### config.mk
export PLATFORM = sky130hd
export DESIGN_NAME = dma_master_port_handshake
export DESIGN_NICKNAME = d
export VERILOG_FILES = /design/src/rtl/dma_port_pkg.sv /design/src/rtl/dma_master_port_handshake.sv /design/src/rtl/word_buf2.sv
export VERILOG_INCLUDE_DIRS = /design/src /design/src/rtl
export SDC_FILE = /design/constraint.sdc
export NUM_CORES = 1
export LEC_CHECK = 0
export ABC_AREA = 1
export BUFFER_PORTS_ARGS = -buffer_cell sky130_fd_sc_hd__buf_2
export CAP_MARGIN = 20
export CORE_ASPECT_RATIO = 2
export CORE_MARGIN = 3
export CORE_UTILIZATION = 30
export DETAILED_ROUTE_END_ITERATION = 6
export HOLD_SLACK_MARGIN = 0.08
export PLACE_DENSITY = 0.51
export SYNTH_ARGS = -nofsm -noshare
export SYNTH_HDL_FRONTEND = slang
export SYNTH_SLANG_ARGS = --single-unit
### constraint.sdc
create_clock -name mclk_i -period 1.7 [get_ports mclk_i]
set_input_delay 0.085 -clock mclk_i [delete_from_list [all_inputs] [get_ports mclk_i]]
set_output_delay 0.085 -clock mclk_i [all_outputs]
set_load 0.1 [all_outputs]
### src/rtl/dma_port_map.svh
// constants for the master-mode dma port handshake: widths, timing
// assumes inclusion by bare name from the package and design files
`ifndef DMA_PORT_MAP_SVH
`define DMA_PORT_MAP_SVH
`define DATA_W 16
`define PAR_W 2
`define CLK_NS 100
`define ACK_MIN_NS 25
`define ACK_MIN_CYC ((`ACK_MIN_NS + `CLK_NS - 1) / `CLK_NS)
`define BUF_DEPTH 2
`define REQ_RST 1'b0
`endif

### src/rtl/dma_port_pkg.sv
// types shared by the dma port handshake design files
// assumes dma_port_map.svh on the include path
`include "dma_port_map.svh"
package dma_port_pkg;
  typedef struct packed {
    logic [`PAR_W-1:0] par;
    logic [`DATA_W-1:0] data;
  } word_t;
  typedef enum logic [1:0] {
    st_idle = 2'b00,
    st_req = 2'b01,
    st_xfer = 2'b10,
    st_t3 = 2'b11
  } hs_state_t;
endpackage

### src/rtl/dma_master_port_handshake.sv
// master-mode dma handshake for one data port of the coprocessor
// assumes pins resolved outside from data/parity out and enables;
// instantiate once per port (port a, port b)
// Summary of operation
// - acknowledge is asynchronous; two flip-flops synchronise it first
// - acknowledge sampled in t3; already low means next request at once
// - with write strobe disabled, acknowledge fall captures the data
// - second port uses an identical instance with its own signals
// - inbound: only request driven; ack, strobe, data, parity are inputs
// - request rises on clock edge, falls after acknowledge seen high
// - outbound data and parity driven while output enable is high
// - with output enable disabled, acknowledge gates the drive
// - outbound: request, data and parity driven; ack, enable inputs
// - request, acknowledge and strobe polarity are programmable
// - parity disabled keeps parity lines undriven always
`timescale 1ns/1ps
`include "dma_port_map.svh"
// one instance per port; instances share no state
module dma_master_port_handshake (
  input wire logic mclk_i,
  input wire logic nrst_i,
  input wire logic enable_i,
  input wire logic dir_out_i,
  input wire logic strobe_en_i,
  input wire logic oe_en_i,
  input wire logic parity_en_i,
  input wire logic req_act_high_i,
  input wire logic ack_act_high_i,
  input wire logic strobe_act_high_i,
  output logic transfer_request_o,
  input wire logic transfer_acknowledge_i,
  input wire logic write_strobe_i,
  input wire logic output_enable_i,
  input wire logic [`DATA_W-1:0] data_bus_i,
  input wire logic [`PAR_W-1:0] parity_lines_i,
  output logic [`DATA_W-1:0] data_bus_o,
  output logic data_bus_oe_o,
  output logic [`PAR_W-1:0] parity_lines_o,
  output logic parity_lines_oe_o,
  output logic rx_valid_o,
  input wire logic rx_ready_i,
  output dma_port_pkg::word_t rx_word_o,
  input wire logic tx_valid_i,
  output logic tx_ready_o,
  input wire dma_port_pkg::word_t tx_word_i
);
  // pin inputs: two-stage synchronisers
  logic [3:0] sync1_ff;
  logic [3:0] sync2_ff;
  dma_port_pkg::word_t pin_word_s1_ff;
  dma_port_pkg::word_t pin_word_s2_ff;
  logic strobe_d_ff;
  logic ack_d_ff;
  dma_port_pkg::hs_state_t state_ff;
  dma_port_pkg::hs_state_t nxt_state;
  logic req_ff;
  logic nxt_req;
  logic drive_ff;
  dma_port_pkg::word_t out_word_ff;
  logic data_oe_ff;
  logic par_oe_ff;
  logic rx_in_valid;
  logic rx_in_ready;
  logic rx_pend_ff;
  dma_port_pkg::word_t rx_pend_word_ff;

  function automatic logic pol(input logic raw, input logic act_high);
    pol = act_high ? raw : ~raw;
  endfunction

  always_ff @(posedge mclk_i or negedge nrst_i) begin
    if (!nrst_i) begin
      sync1_ff <= 4'h0;
      sync2_ff <= 4'h0;
    end else begin
      sync1_ff <= {output_enable_i, write_strobe_i, transfer_acknowledge_i,
                   1'b0};
      sync2_ff <= sync1_ff;
    end
  end

  always_ff @(posedge mclk_i) begin
    pin_word_s1_ff <= '{par: parity_lines_i, data: data_bus_i};
    pin_word_s2_ff <= pin_word_s1_ff;
  end

  wire ack_s = pol(sync2_ff[1], ack_act_high_i);
  wire strobe_s = pol(sync2_ff[2], strobe_act_high_i);
  wire oe_s = sync2_ff[3];
  // disabled strobe: acknowledge stands in for it
  wire cap_strobe = strobe_en_i ? strobe_s : ack_s;
  // data captured when the strobe falls
  wire cap_fall = strobe_d_ff && !cap_strobe;
  // disabled output enable: acknowledge gates the drive
  wire gate_s = oe_en_i ? oe_s : ack_s;
  wire in_dir = !dir_out_i;
  wire word_ready = dir_out_i ? tx_valid_i : (rx_in_ready && !rx_pend_ff);

  always_comb begin
    nxt_state = state_ff;
    nxt_req = req_ff;
    case (state_ff)
      dma_port_pkg::st_idle: begin
        // new request only once ack is low
        if (enable_i && word_ready && !ack_s) begin
          nxt_state = dma_port_pkg::st_req;
          nxt_req = 1'b1;
        end
      end
      dma_port_pkg::st_req: begin
        if (ack_s) begin
          nxt_state = dma_port_pkg::st_xfer;
          nxt_req = 1'b0;
        end
      end
      dma_port_pkg::st_xfer: begin
        if (!ack_s) nxt_state = dma_port_pkg::st_t3;
      end
      dma_port_pkg::st_t3: begin
        // ack already low at t3: next word at full rate
        if (!ack_s && enable_i && word_ready) begin
          nxt_state = dma_port_pkg::st_req;
          nxt_req = 1'b1;
        end else begin
          nxt_state = dma_port_pkg::st_idle;
        end
      end
      default: begin
        nxt_state = dma_port_pkg::st_idle;
        nxt_req = 1'b0;
      end
    endcase
  end

  always_ff @(posedge mclk_i or negedge nrst_i) begin
    if (!nrst_i) begin
      state_ff <= dma_port_pkg::st_idle;
      req_ff <= `REQ_RST;
      strobe_d_ff <= 1'b0;
      ack_d_ff <= 1'b0;
    end else begin
      state_ff <= nxt_state;
      req_ff <= nxt_req;
      strobe_d_ff <= cap_strobe;
      ack_d_ff <= ack_s;
    end
  end

  // request polarity applied at the flop so the pin is a flop output
  always_ff @(posedge mclk_i or negedge nrst_i) begin
    if (!nrst_i) begin
      transfer_request_o <= 1'b0;
    end else begin
      transfer_request_o <= pol(nxt_req, req_act_high_i);
    end
  end

  // outbound word: latched when the request goes out, once per cycle
  wire tx_take = dir_out_i && state_ff != dma_port_pkg::st_req &&
                 nxt_state == dma_port_pkg::st_req;
  assign tx_ready_o = tx_take;

  always_ff @(posedge mclk_i or negedge nrst_i) begin
    if (!nrst_i) begin
      out_word_ff <= '0;
      drive_ff <= 1'b0;
      data_oe_ff <= 1'b0;
      par_oe_ff <= 1'b0;
    end else begin
      if (tx_take) out_word_ff <= tx_word_i;
      drive_ff <= dir_out_i && gate_s;
      // inbound direction never drives the pins
      data_oe_ff <= dir_out_i && gate_s;
      par_oe_ff <= dir_out_i && gate_s && parity_en_i;
    end
  end

  assign data_bus_o = out_word_ff.data;
  assign parity_lines_o = out_word_ff.par;
  assign data_bus_oe_o = data_oe_ff;
  assign parity_lines_oe_o = par_oe_ff;

  // inbound capture: one word per handshake into the buffer
  always_ff @(posedge mclk_i or negedge nrst_i) begin
    if (!nrst_i) begin
      rx_pend_ff <= 1'b0;
      rx_pend_word_ff <= '0;
    end else begin
      if (in_dir && cap_fall && state_ff != dma_port_pkg::st_idle) begin
        rx_pend_ff <= 1'b1;
        rx_pend_word_ff <= parity_en_i ? pin_word_s2_ff :
          '{par: '0, data: pin_word_s2_ff.data};
      end else if (rx_in_ready) begin
        rx_pend_ff <= 1'b0;
      end
    end
  end
  assign rx_in_valid = rx_pend_ff;

  word_buf2 u_rx_buf (
    .mclk_i(mclk_i),
    .nrst_i(nrst_i),
    .in_valid_i(rx_in_valid),
    .in_ready_o(rx_in_ready),
    .in_word_i(rx_pend_word_ff),
    .out_valid_o(rx_valid_o),
    .out_ready_i(rx_ready_i),
    .out_word_o(rx_word_o)
  );
  // ack_d_ff kept for edge visibility of the handshake
  wire unused_ack = ack_d_ff & drive_ff;
endmodule

### src/rtl/word_buf2.sv
// two-entry word buffer with valid and ready on both sides
// assumes one clock domain and an active-low asynchronous reset
`timescale 1ns/1ps
`include "dma_port_map.svh"
module word_buf2 (
  input wire logic mclk_i,
  input wire logic nrst_i,
  input wire logic in_valid_i,
  output logic in_ready_o,
  input wire dma_port_pkg::word_t in_word_i,
  output logic out_valid_o,
  input wire logic out_ready_i,
  output dma_port_pkg::word_t out_word_o
);
  dma_port_pkg::word_t mem_ff [0:`BUF_DEPTH-1];
  logic wr_ptr_ff;
  logic rd_ptr_ff;
  logic [1:0] cnt_ff;
  wire push = in_valid_i && (cnt_ff != 2'h2);
  wire pop = out_ready_i && (cnt_ff != 2'h0);
  assign in_ready_o = (cnt_ff != 2'h2);
  assign out_valid_o = (cnt_ff != 2'h0);
  assign out_word_o = mem_ff[rd_ptr_ff];
  always_ff @(posedge mclk_i or negedge nrst_i) begin
    if (!nrst_i) begin
      wr_ptr_ff <= 1'b0;
      rd_ptr_ff <= 1'b0;
      cnt_ff <= 2'h0;
    end else begin
      if (push) wr_ptr_ff <= ~wr_ptr_ff;
      if (pop) rd_ptr_ff <= ~rd_ptr_ff;
      cnt_ff <= cnt_ff + {1'b0, push} - {1'b0, pop};
    end
  end
  always_ff @(posedge mclk_i) begin
    if (push) mem_ff[wr_ptr_ff] <= in_word_i;
  end
endmodule

==> flow_summary.toml <==
[run_status]
outcome = "finished with violations"
violations = "negative setup slack"

[grt]
gr-usage-all-layers = 0.117
grt.met3_usage = 0.0324
grt_use_met2 = 0.232
antenna_found_initial = 0
grt-busiest-layer = "met2"
grt_pass1_vias = 3222
grt_max_degree = 21
grt_pass1_wl_um = 14800
globalRoute.totalOverflow = 0
grt_use_met1 = 0.107

[cells_and_area]
fill_cells = 1265
fin_nets = 609
final_cells = 753
post-route-cell-area_mm2 = 0.00679
drive_above_1_share = 0.385
final_cell_mix = "126 x nand2_1, 72 x buf_2, 53 x dfrtp_1, 46 x dlygate4sd3_1"
antenna_cells = 0
final_common_cell = "nand2_1"
synthToLayoutAreaGrowth_pct = 56.7

[timing]
layout_setup_ws_ns = -0.183
min_period_over_period = 1.11
skew_ns = 0.00812
hold_viol = 0
tightest_slew_ns = 0.507
rsz0062_at_grt = "yes"
min_period_ns = 1.88
maxSlewViolCount = 0
fmax_mhz = 531
slew_headroom = 0.664
setup_viol = 18

[route]
vias = 3005
drc = 0
firstDrtPassIters = 3
drtIter0Drc = 123
drtAntennaViolNets = 0
drt-total-wl_um = 9050
vias_per_cell = 3.99
avgRoutedWirePerCell_um = 12.0

[clock_tree]
cts_tree = "built"
clk-insertion-delay-late_ns = 0.40
cts_root_buffer = "clkbuf_16"
clock_path_buffers = 2
cts.sinks = 126
clkSlewWorstSetupHoldPaths_ns = 0.06
htreeDepth = 4
numCtsBuffers = 17

[power]
p_per_area_mw_per_mm2 = 2180
leakagePower_nw = 3.19
seq_power_share = 0.292
comb_power_share = 0.468
p_sw_mw = 6.60
power_frac_clock = 0.240
ir_drop_mv = 1.42
p_int_mw = 8.19
switching_share = 0.446

[job]
cap_viol_max_count = 0

[synthesis]
synth_fp_nets = 439
synthCells = 381
postSynthAreaPerCell_um2 = 11.4
netlist-cell-type-count = 24
syn_area_mm2 = 0.00434
yosysSeqAreaShare = 0.727
ys_ff_latch = 126
yosysWarnings = 0

[place]
place_area_mm2 = 0.00543
dp_hpwl_um = 6130
gp_congestion = 0.747
dp_cells = 662
dp_slack_ns = 0.0443
port_buffers = 91

[die]
initial_utilization = 0.309
die-area_mm2 = 0.0160
die_x_um = 91.0
die_y_um = 176
num_rows = 61
pin_count = 92
design.core.area_mm2 = 0.0140

[worst_setup_path]
cp.arrival_ns = 1.80
critical_path_class = "flip-flop to primary output"
cpPeakStageDelay_ns = 0.40
required_ns = 1.62
slowest_stage = "dfrtp_1"
endpoint_kind = "primary output"
start_kind = "flip-flop"
path_cells = "buf_6 > ha_1 > nand3_1 > nand2_1 > nor2_2 > nand2_2 > nand2_4 > clkinvlp_4 > buf_12"
crit_fanout = 3

[hold_path]
hold_path_class = "primary input to flip-flop"
[worst max-delay path: cells and delay by family, from the launching register on]
| kind | cells | cell delay, ns |
|---|---|---|
| flip-flops | 1 | 0.40 |
| buffers and inverters | 3 | 0.40 |
| AND/OR/NAND/NOR | 5 | 0.40 |
| adder cells (fa/ha/maj) | 1 | 0.19 |
[metrics by stage]
stage               setup TNS, ns   util  total power [mW]  hold slack, ns
finish                      -1.27  0.484              14.8          0.0889
global route                -3.01  0.484              15.5           0.108
CTS                        -0.366  0.466              14.4          0.0835
detailed placement              0  0.386              10.6          0.0559
global placement                0  0.386              10.5          0.0567
floorplan                  -0.372      -              8.87          -0.211
[path summary, 6_finish.rpt]
path | startpoint | end | slack [ns] | depth (start not counted)
max | state_ff[1] | tx_ready_o | -0.18 | 9
min | strobe_act_high_i | strobe_d_ff | 0.09 | 5
max reg2reg | state_ff[1] | data_bus_o[5] | -0.09 | 13
min reg2reg | pin_word_s1_ff[5] | pin_word_s2_ff[5] | 0.32 | 0
max in group asynchronous | nrst_i | data_bus_o[7] | 0.92 | 3
min in group asynchronous | nrst_i | sync1_ff[3] | 0.17 | 2
[registers in the layout, summed over array words and instances (netlist names)]
register,flops
data_bus_o,16
data_bus_oe_o,1
parity_lines_o,2
parity_lines_oe_o,1
pin_word_s1_ff,18
pin_word_s2_ff,18
req_ff,1
rx_in_valid,1
rx_pend_word_ff,18
state_ff,2
strobe_d_ff,1
sync1_ff,3
sync2_ff,3
transfer_request_o,1
u_rx_buf.cnt_ff,2
u_rx_buf.mem_ff,36
u_rx_buf.rd_ptr_ff,1
u_rx_buf.wr_ptr_ff,1
[cells in the mapped netlist]
master	count	area share
a21oi_1	2	0.0023
buf_2	1	0.0012
buf_4	2	0.0035
buf_6	3	0.0078
clkbuf_1	4	0.0035
dfrtp_1	54	0.31
dfxtp_1	36	0.17
edfxtp_1	36	0.25
ha_1	7	0.020
inv_1	20	0.017
inv_2	3	0.0026
nand2_1	160	0.14
nand2_2	5	0.0072
nand2_4	3	0.0078
nand3_1	22	0.025
nand4_1	1	0.0014
nor2_1	6	0.0052
nor2_4	1	0.0026
nor2_8	1	0.0046
nor3b_1	1	0.0017
o21ai_0	6	0.0069
or2_2	2	0.0029
xnor2_1	2	0.0040
xor2_1	3	0.0061
[routing by layer]
metal  wire, µm  vias to the layer above
met1       3070                     1388
met3        312                        6
met5          0                        -
met4         93                        0
li1           -                     1546
met2       5580                       65
[power by group through the flow]
stage | sequential [mW] | combinational [mW] | clock, mW
floorplan | 5.72 | 3.15 | 0
detailed placement | 4.29 | 6.30 | 0
global route | 4.39 | 7.31 | 3.80
global placement | 4.26 | 6.23 | 0
finish | 4.32 | 6.92 | 3.55
CTS | 4.24 | 6.50 | 3.65
[layout make-up]
class | instances | area (µm²) | share of cell area
flip-flops and latches | 126 | 3150 | 0.464
repair buffers | 161 | 1460 | 0.215
multi-input cells | 222 | 1250 | 0.184
clock buffers | 18 | 439 | 0.0647
well taps | 189 | 236 | 0.0348
clock inverters | 14 | 155 | 0.0228
inverters | 23 | 95.1 | 0.0140
[cell families after synthesis]
| kind of cell | Yosys count | synth area share |
|---|---|---|
| simple gates | 202 | 0.197 |
| flops | 126 | 0.727 |
| buf+inv | 33 | 0.0358 |
| compound gates | 8 | 0.00924 |
| fa+ha+maj | 7 | 0.0202 |
| xor+xnor | 5 | 0.0101 |
[what timing repair did]
item / 4_1_cts / 5_1_grt
cloned: 0 / 1
setup endpoints to repair: 1 / 40
pin swaps: 3 / 7
setup buffers: 5 / 8
hold buffers: 46 / 0
resized for setup: 3 / 53
hold endpoints to repair: 100 / 0
(Power assumes the default switching activity.)
